[config.mk]
export PLATFORM = sky130hd
export DESIGN_NAME = tcb_timer_ctl
export DESIGN_NICKNAME = d
export VERILOG_FILES = /design/src/hw/tcb_pkg.sv /design/src/hw/tcb_ctl_reg.sv /design/src/hw/tcb_timer_ctl.sv
export VERILOG_INCLUDE_DIRS = /design/src /design/src/hw
export SDC_FILE = /design/constraint.sdc
export NUM_CORES = 1
export LEC_CHECK = 0
export BUFFER_PORTS_ARGS = -buffer_cell sky130_fd_sc_hd__buf_2
export CORE_MARGIN = 2
export CORE_UTILIZATION = 32
export CTS_BUF_LIST = sky130_fd_sc_hd__clkbuf_16
export DETAILED_ROUTE_END_ITERATION = 16
export PLACE_DENSITY = 0.71
export SLEW_MARGIN = 20
export SYNTH_ARGS = -nofsm -noshare
export SYNTH_HDL_FRONTEND = slang
export SYNTH_HIERARCHICAL = 1
export SYNTH_SLANG_ARGS = --single-unit
[constraint.sdc]
create_clock -name clk -period 0.8 [get_ports clk]
set_input_delay 0.08 -clock clk [delete_from_list [all_inputs] [get_ports clk]]
set_output_delay 0.08 -clock clk [all_outputs]
set_load 0.05 [all_outputs]
[src/hw/tcb_consts.svh]
// bit positions, reset values and widths of the timer control fragment
`ifndef TCB_CONSTS_SVH
`define TCB_CONSTS_SVH
`define TCB_BIT_TRIG_EN 5
`define TCB_BIT_PWM_INV 6
`define TCB_BIT_RSVD 7
`define TCB_BIT_RUN 8
`define TCB_BIT_FREEZE 9
`define TCB_CTL_W 10
`define TCB_CTL_RESET 10'h000
`define TCB_CTL_WMASK 10'h360
`endif

[src/hw/tcb_pkg.sv]
// types shared by the timer control fragment
package tcb_pkg;
  typedef struct packed {
    logic freeze;
    logic run;
    logic pwm_inv;
    logic trig_en;
  } tcb_ctl_t;
  typedef enum logic [2:0] {
    TCB_OFF = 3'h1,
    TCB_RUN = 3'h2,
    TCB_HALT = 3'h4
  } tcb_state_t;
endpackage

[src/hw/tcb_ctl_reg.sv]
// control register bits: write-masked storage, reserved bit reads zero
`timescale 1ns/1ps
`include "tcb_consts.svh"
module tcb_ctl_reg (
  // clock and reset
  input wire logic clk,
  input wire logic reset,
  // write port
  input wire logic wr_en,
  input wire logic [`TCB_CTL_W-1:0] wr_data,
  // register image
  output logic [`TCB_CTL_W-1:0] rd_data,
  output tcb_pkg::tcb_ctl_t ctl
);
  logic [`TCB_CTL_W-1:0] ctl_reg;

  always_ff @(posedge clk or posedge reset) begin
    if (reset) begin
      ctl_reg <= `TCB_CTL_RESET;
    end else if (wr_en) begin
      ctl_reg <= wr_data & `TCB_CTL_WMASK;
    end
  end

  // reserved bit 7 is never stored so it always reads zero
  assign rd_data = ctl_reg;
  assign ctl.freeze = ctl_reg[`TCB_BIT_FREEZE];
  assign ctl.run = ctl_reg[`TCB_BIT_RUN];
  assign ctl.pwm_inv = ctl_reg[`TCB_BIT_PWM_INV];
  assign ctl.trig_en = ctl_reg[`TCB_BIT_TRIG_EN];

  property p_rsvd_zero;
    @(posedge clk) disable iff (reset) rd_data[`TCB_BIT_RSVD] == 1'b0;
  endproperty
  a_rsvd_zero: assert property (p_rsvd_zero) else $error("reserved bit reads one");
endmodule // tcb_ctl_reg

[src/hw/tcb_timer_ctl.sv]
// timer control fragment: run, debug freeze, pwm inversion, adc trigger gating
`timescale 1ns/1ps
`include "tcb_consts.svh"
module tcb_timer_ctl (
  // clock and reset
  input wire logic clk,
  input wire logic reset,
  // control register access
  input wire logic ctl_wr_en,
  input wire logic [`TCB_CTL_W-1:0] ctl_wr_data,
  output logic [`TCB_CTL_W-1:0] ctl_rd_data,
  // processor debug state
  input wire logic cpu_debug_halted,
  // second counter configuration and control
  input wire logic second_capture_mode,
  output logic second_counter_count_en,
  output logic second_counter_capture_en,
  output tcb_pkg::tcb_state_t second_state,
  // first counter pwm and trigger
  input wire logic first_pwm_raw,
  input wire logic first_trigger_event,
  output logic first_pwm_out,
  output logic first_adc_trigger_out
);
  tcb_pkg::tcb_ctl_t ctl;
  tcb_pkg::tcb_state_t state_reg;
  tcb_pkg::tcb_state_t state_next;
  logic pwm_reg;
  logic trig_reg;

  tcb_ctl_reg u_ctl (
    .clk(clk),
    .reset(reset),
    .wr_en(ctl_wr_en),
    .wr_data(ctl_wr_data),
    .rd_data(ctl_rd_data),
    .ctl(ctl)
  );

  // --------------------------------------------------------------
  // second counter enable state
  // --------------------------------------------------------------
  always_comb begin
    if (!ctl.run) begin
      state_next = tcb_pkg::TCB_OFF;
    end else if (ctl.freeze && cpu_debug_halted) begin
      state_next = tcb_pkg::TCB_HALT;
    end else begin
      state_next = tcb_pkg::TCB_RUN;
    end
  end

  always_ff @(posedge clk or posedge reset) begin
    if (reset) begin
      state_reg <= tcb_pkg::TCB_OFF;
    end else begin
      state_reg <= state_next;
    end
  end

  assign second_state = state_reg;

  // --------------------------------------------------------------
  // second counter enables decoded from state
  // --------------------------------------------------------------
  // capture logic stays armed in halt; only counting freezes
  always_comb begin
    unique case (state_reg)
      tcb_pkg::TCB_OFF: begin
        second_counter_count_en = 1'b0;
        second_counter_capture_en = 1'b0;
      end
      tcb_pkg::TCB_RUN: begin
        second_counter_count_en = !second_capture_mode;
        second_counter_capture_en = second_capture_mode;
      end
      tcb_pkg::TCB_HALT: begin
        second_counter_count_en = 1'b0;
        second_counter_capture_en = second_capture_mode;
      end
      default: begin
        // a broken one-hot code leaves the second counter idle
        second_counter_count_en = 1'b0;
        second_counter_capture_en = 1'b0;
      end
    endcase
  end

  // --------------------------------------------------------------
  // first counter outputs
  // --------------------------------------------------------------
  always_ff @(posedge clk or posedge reset) begin
    if (reset) begin
      pwm_reg <= 1'b0;
    end else begin
      pwm_reg <= first_pwm_raw ^ ctl.pwm_inv;
    end
  end

  always_ff @(posedge clk or posedge reset) begin
    if (reset) begin
      trig_reg <= 1'b0;
    end else begin
      trig_reg <= first_trigger_event & ctl.trig_en;
    end
  end

  assign first_pwm_out = pwm_reg;
  assign first_adc_trigger_out = trig_reg;

  // --------------------------------------------------------------
  // checks: second counter
  // --------------------------------------------------------------
  property p_off_when_clear;
    @(posedge clk) disable iff (reset)
      !ctl.run |=> !second_counter_count_en && !second_counter_capture_en;
  endproperty
  a_off_when_clear: assert property (p_off_when_clear) else $error("run clear but active");

  property p_run_counts;
    @(posedge clk) disable iff (reset)
      ctl.run && !second_capture_mode && !(ctl.freeze && cpu_debug_halted)
      ##1 !second_capture_mode |-> second_counter_count_en;
  endproperty
  a_run_counts: assert property (p_run_counts) else $error("second counter not counting");

  property p_capture_en;
    @(posedge clk) disable iff (reset)
      ctl.run ##1 second_capture_mode |-> second_counter_capture_en;
  endproperty
  a_capture_en: assert property (p_capture_en) else $error("capture not enabled");

  property p_freeze_ignored;
    @(posedge clk) disable iff (reset)
      ctl.run && !cpu_debug_halted |=> second_state == tcb_pkg::TCB_RUN;
  endproperty
  a_freeze_ignored: assert property (p_freeze_ignored) else $error("freeze without halt");

  property p_freeze_halt;
    @(posedge clk) disable iff (reset)
      ctl.run && ctl.freeze && cpu_debug_halted |=> !second_counter_count_en;
  endproperty
  a_freeze_halt: assert property (p_freeze_halt) else $error("counted during debug halt");

  property p_free_run;
    @(posedge clk) disable iff (reset)
      !ctl.freeze |=> second_state != tcb_pkg::TCB_HALT;
  endproperty
  a_free_run: assert property (p_free_run) else $error("froze with freeze clear");

  property p_excl_en;
    @(posedge clk) disable iff (reset)
      !(second_counter_count_en && second_counter_capture_en);
  endproperty
  a_excl_en: assert property (p_excl_en) else $error("count and capture both on");

  property p_onehot;
    @(posedge clk) disable iff (reset)
      $onehot(second_state);
  endproperty
  a_onehot: assert property (p_onehot) else $error("state code broken");

  // --------------------------------------------------------------
  // checks: first counter
  // --------------------------------------------------------------
  property p_pwm;
    @(posedge clk) disable iff (reset)
      1'b1 |=> first_pwm_out == ($past(first_pwm_raw) ^ $past(ctl.pwm_inv));
  endproperty
  a_pwm: assert property (p_pwm) else $error("pwm polarity wrong");

  property p_pwm_pass;
    @(posedge clk) disable iff (reset)
      !ctl.pwm_inv |=> first_pwm_out == $past(first_pwm_raw);
  endproperty
  a_pwm_pass: assert property (p_pwm_pass) else $error("pwm altered while not inverted");

  property p_trig_off;
    @(posedge clk) disable iff (reset)
      !ctl.trig_en |=> !first_adc_trigger_out;
  endproperty
  a_trig_off: assert property (p_trig_off) else $error("trigger leaked while disabled");

  property p_trig_on;
    @(posedge clk) disable iff (reset)
      ctl.trig_en && first_trigger_event |=> first_adc_trigger_out;
  endproperty
  a_trig_on: assert property (p_trig_on) else $error("trigger event dropped");

  property p_trig_src;
    @(posedge clk) disable iff (reset)
      !first_trigger_event |=> !first_adc_trigger_out;
  endproperty
  a_trig_src: assert property (p_trig_src) else $error("trigger without event");

  // --------------------------------------------------------------
  // checks: register image
  // --------------------------------------------------------------
  property p_write_back;
    @(posedge clk) disable iff (reset)
      ctl_wr_en |=> ctl_rd_data == ($past(ctl_wr_data) & `TCB_CTL_WMASK);
  endproperty
  a_write_back: assert property (p_write_back) else $error("control write not stored");

  property p_image_hold;
    @(posedge clk) disable iff (reset)
      !ctl_wr_en |=> $stable(ctl_rd_data);
  endproperty
  a_image_hold: assert property (p_image_hold) else $error("image changed without write");

  property p_reset_image;
    @(posedge clk) disable iff (reset)
      $fell(reset) |-> ctl_rd_data == `TCB_CTL_RESET && second_state == tcb_pkg::TCB_OFF
        && !first_pwm_out && !first_adc_trigger_out;
  endproperty
  a_reset_image: assert property (p_reset_image) else $error("state not cleared by reset");
endmodule // tcb_timer_ctl

==> results.ini <==
[synthesis]
synthSimpleGateAreaFrac=0.0808
synthXorXnorAreaFrac=0.0419
syn_inst=34
yosysTopAreaCellShare=0.479
seq_area_frac_synth=0.542
synth_area_um2=418
muxShareOfSynthArea=0.108
synth_compound_area_frac=0.0120
netlist.top_cell.by_area=dfrtp_1
yosysWarnings=6
synthTopCellsByArea=dfrtp_1 48%, buf_4 18%, mux2_2 11%, dfstp_2 6.3%, nor3b_2 3.0%
avgSynthCellArea_um2=12.3
synth_top_family_by_area=buffers and inverters
ys_types=13
synth_fa_ha_area_frac=0
ys_seq_elements=9

[grt]
overflow=0
antenna_found_initial=0
grt_pass1_vias=278
grt_max_degree=6
grt_usage=0.115
grt_pass1_wl_um=1100

[clock_network]
clk_pin_slew_ps=40
htree_levels=1
clock_latency_ps=230
cts_sinks=9
cts_buffers=3
cts_tree=yes
clockBufferDepth=2
clockRootBuffer=clkbuf_16

[power]
combPwrFrac=0.273
swShare=0.297
pwr-share-seq=0.287
intPower_mw=1.37
ir_drop_uv=1560
power_frac_clock=0.440
power.switching_uw=578
p_leak_nw=0.365
powerDensity_nw_per_um2=2710

[placement]
globalplace.congestion=0.618
dpl.cell_count=66
dp_worst_setup_slack_ps=-336
portBuffers=21

[floorplan]
die_w_um=40.1
io_pins=34
coreArea_um2=1250
start_util=0.334
die_h_um=40.1
rows=13
dieArea_um2=1610

[worst_setup_path]
critPathMaxFanout=3
crit_chain=xnor2_2, nor3b_4, buf_6
slowest_delay_ps=430
critPathSlowestCell=dfrtp_2
end_kind=primary output
critPathKind=reg2out
worstPathArrival_ps=1200
worstPathRequired_ps=720
cp-start-kind=flop

[cells_and_area]
final_nets=77
diodes=0
drive_gt1_frac=0.644
layout_common_cells=11 x buf_6, 10 x buf_2, 6 x dfrtp_1, 6 x conb_1
fin_cells=74
syn_to_final_growth_pct=72.2
final_common_cell=buf_6
final_util=0.574
fillCellCount=109

[timing]
whs_ps=30.3
fmax_ghz=0.778
hold_viol=0
worst_slack_ps=-485
setup_viol=11
post-route-period-util=1.61
grt_setup_unrepaired=yes
maxSlewViolCount=0
tns_ps=-1930
post-route-min-period_ps=1280
final.setup_skew_ps=0.313

[run]
drv_cap=0

[routing]
dr_total_vias=307
drt_wl_total_um=752
via_per_inst=4.15
route.detailed.drc=0
drt_iter0_markers=3
wl_per_cell_um=10.2
dr.pass1.iters=4
ant_nets=0

[min_path]
hold_path_class=in2reg

[run_status]
status=finished, violations left
failed_checks=setup timing

[worst max-delay path, delay by kind of cell, from the launching register on]
kind | cells | cell delay (ps)
and+or+nand+nor | 1 | 200
xor gates and xnor gates | 1 | 160
DFF | 1 | 430
buffers and inverters | 1 | 180
[registers in the layout, summed over array words and instances, names as in the netlist]
name	cells
first_pwm_out	1
first_adc_trigger_out	1
u_ctl/rd_data	4
second_state	3
[area by class of cell]
class / count / area (um2) / share of cell area
clock buffer: 3 / 75.1 / 0.104
multi-input combinational: 17 / 153 / 0.212
inverter: 3 / 11.3 / 0.0157
timing repair buffer: 26 / 229 / 0.318
clock inverter: 1 / 3.75 / 0.00522
tap: 15 / 18.8 / 0.0261
sequential: 9 / 229 / 0.318
[kinds of logic after synthesis]
logic type,Yosys count
AO/OA/AOI/OAI,1
XOR/XNOR,2
buffers and inverters,13
flip-flops,9
multiplexers,4
other,1
AND/OR/NAND/NOR,4
[synth_stat cells]
library cell / number
nor4b_1: 1
a21oi_1: 1
xnor2_1: 1
dfstp_2: 1
dfrtp_1: 8
nor3b_2: 1
and3_1: 1
buf_4: 10
and2_1: 1
mux2_2: 4
xor2_1: 1
inv_1: 3
conb_1: 1
[repair_timing]
item,in CTS,in global routing
endpoints found under the setup margin,11,14
hold buffers,1,0
pin swaps,1,1
gates resized for setup,23,4
gates cloned,0,0
hold endpoints to repair,9,0
buffers inserted,1,2
[routing by layer]
layer  global-route usage  part of all wire  vias up
met4                0.103                 0        0
met1               0.0954              0.32      140
met5                    0                 0        -
met2                0.214              0.58       24
met3               0.0333             0.098        0
li1                     -                 -      143
[per-stage QoR]
stage,area (um2),power [mW]
after floorplan,468,0.933
after global placement,524,0.976
after detailed placement,524,0.981
after CTS,694,1.94
after global routing,719,2.03
final,719,1.95
[power groups by stage]
stage	logic, mW	clock network, mW	registers [mW]
floorplan	0.289	0	0.644
global placement	0.422	0	0.553
detailed placement	0.427	0	0.554
CTS	0.514	0.866	0.559
global route	0.559	0.904	0.567
finish	0.533	0.856	0.559
[path summary, 6_finish.rpt]
kind                                         startpoint                            to  slack, ps  cells past startpoint
setup / recovery              second_state[2]$_DFF_PP0_     second_counter_capture_en       -480                      3
hold / removal                         cpu_debug_halted     second_state[1]$_DFF_PP0_         30                      2
setup reg to reg           u_ctl/rd_data[9]$_DFFE_PP0P_  u_ctl/rd_data[9]$_DFFE_PP0P_         10                      1
hold reg to reg            u_ctl/rd_data[9]$_DFFE_PP0P_     second_state[1]$_DFF_PP0_        510                      1
max in group asynchronous                         reset     second_state[0]$_DFF_PP1_        270                      3
min in group asynchronous                         reset  u_ctl/rd_data[9]$_DFFE_PP0P_        290                      3
Note: power is estimated with default switching activity, not from simulation.
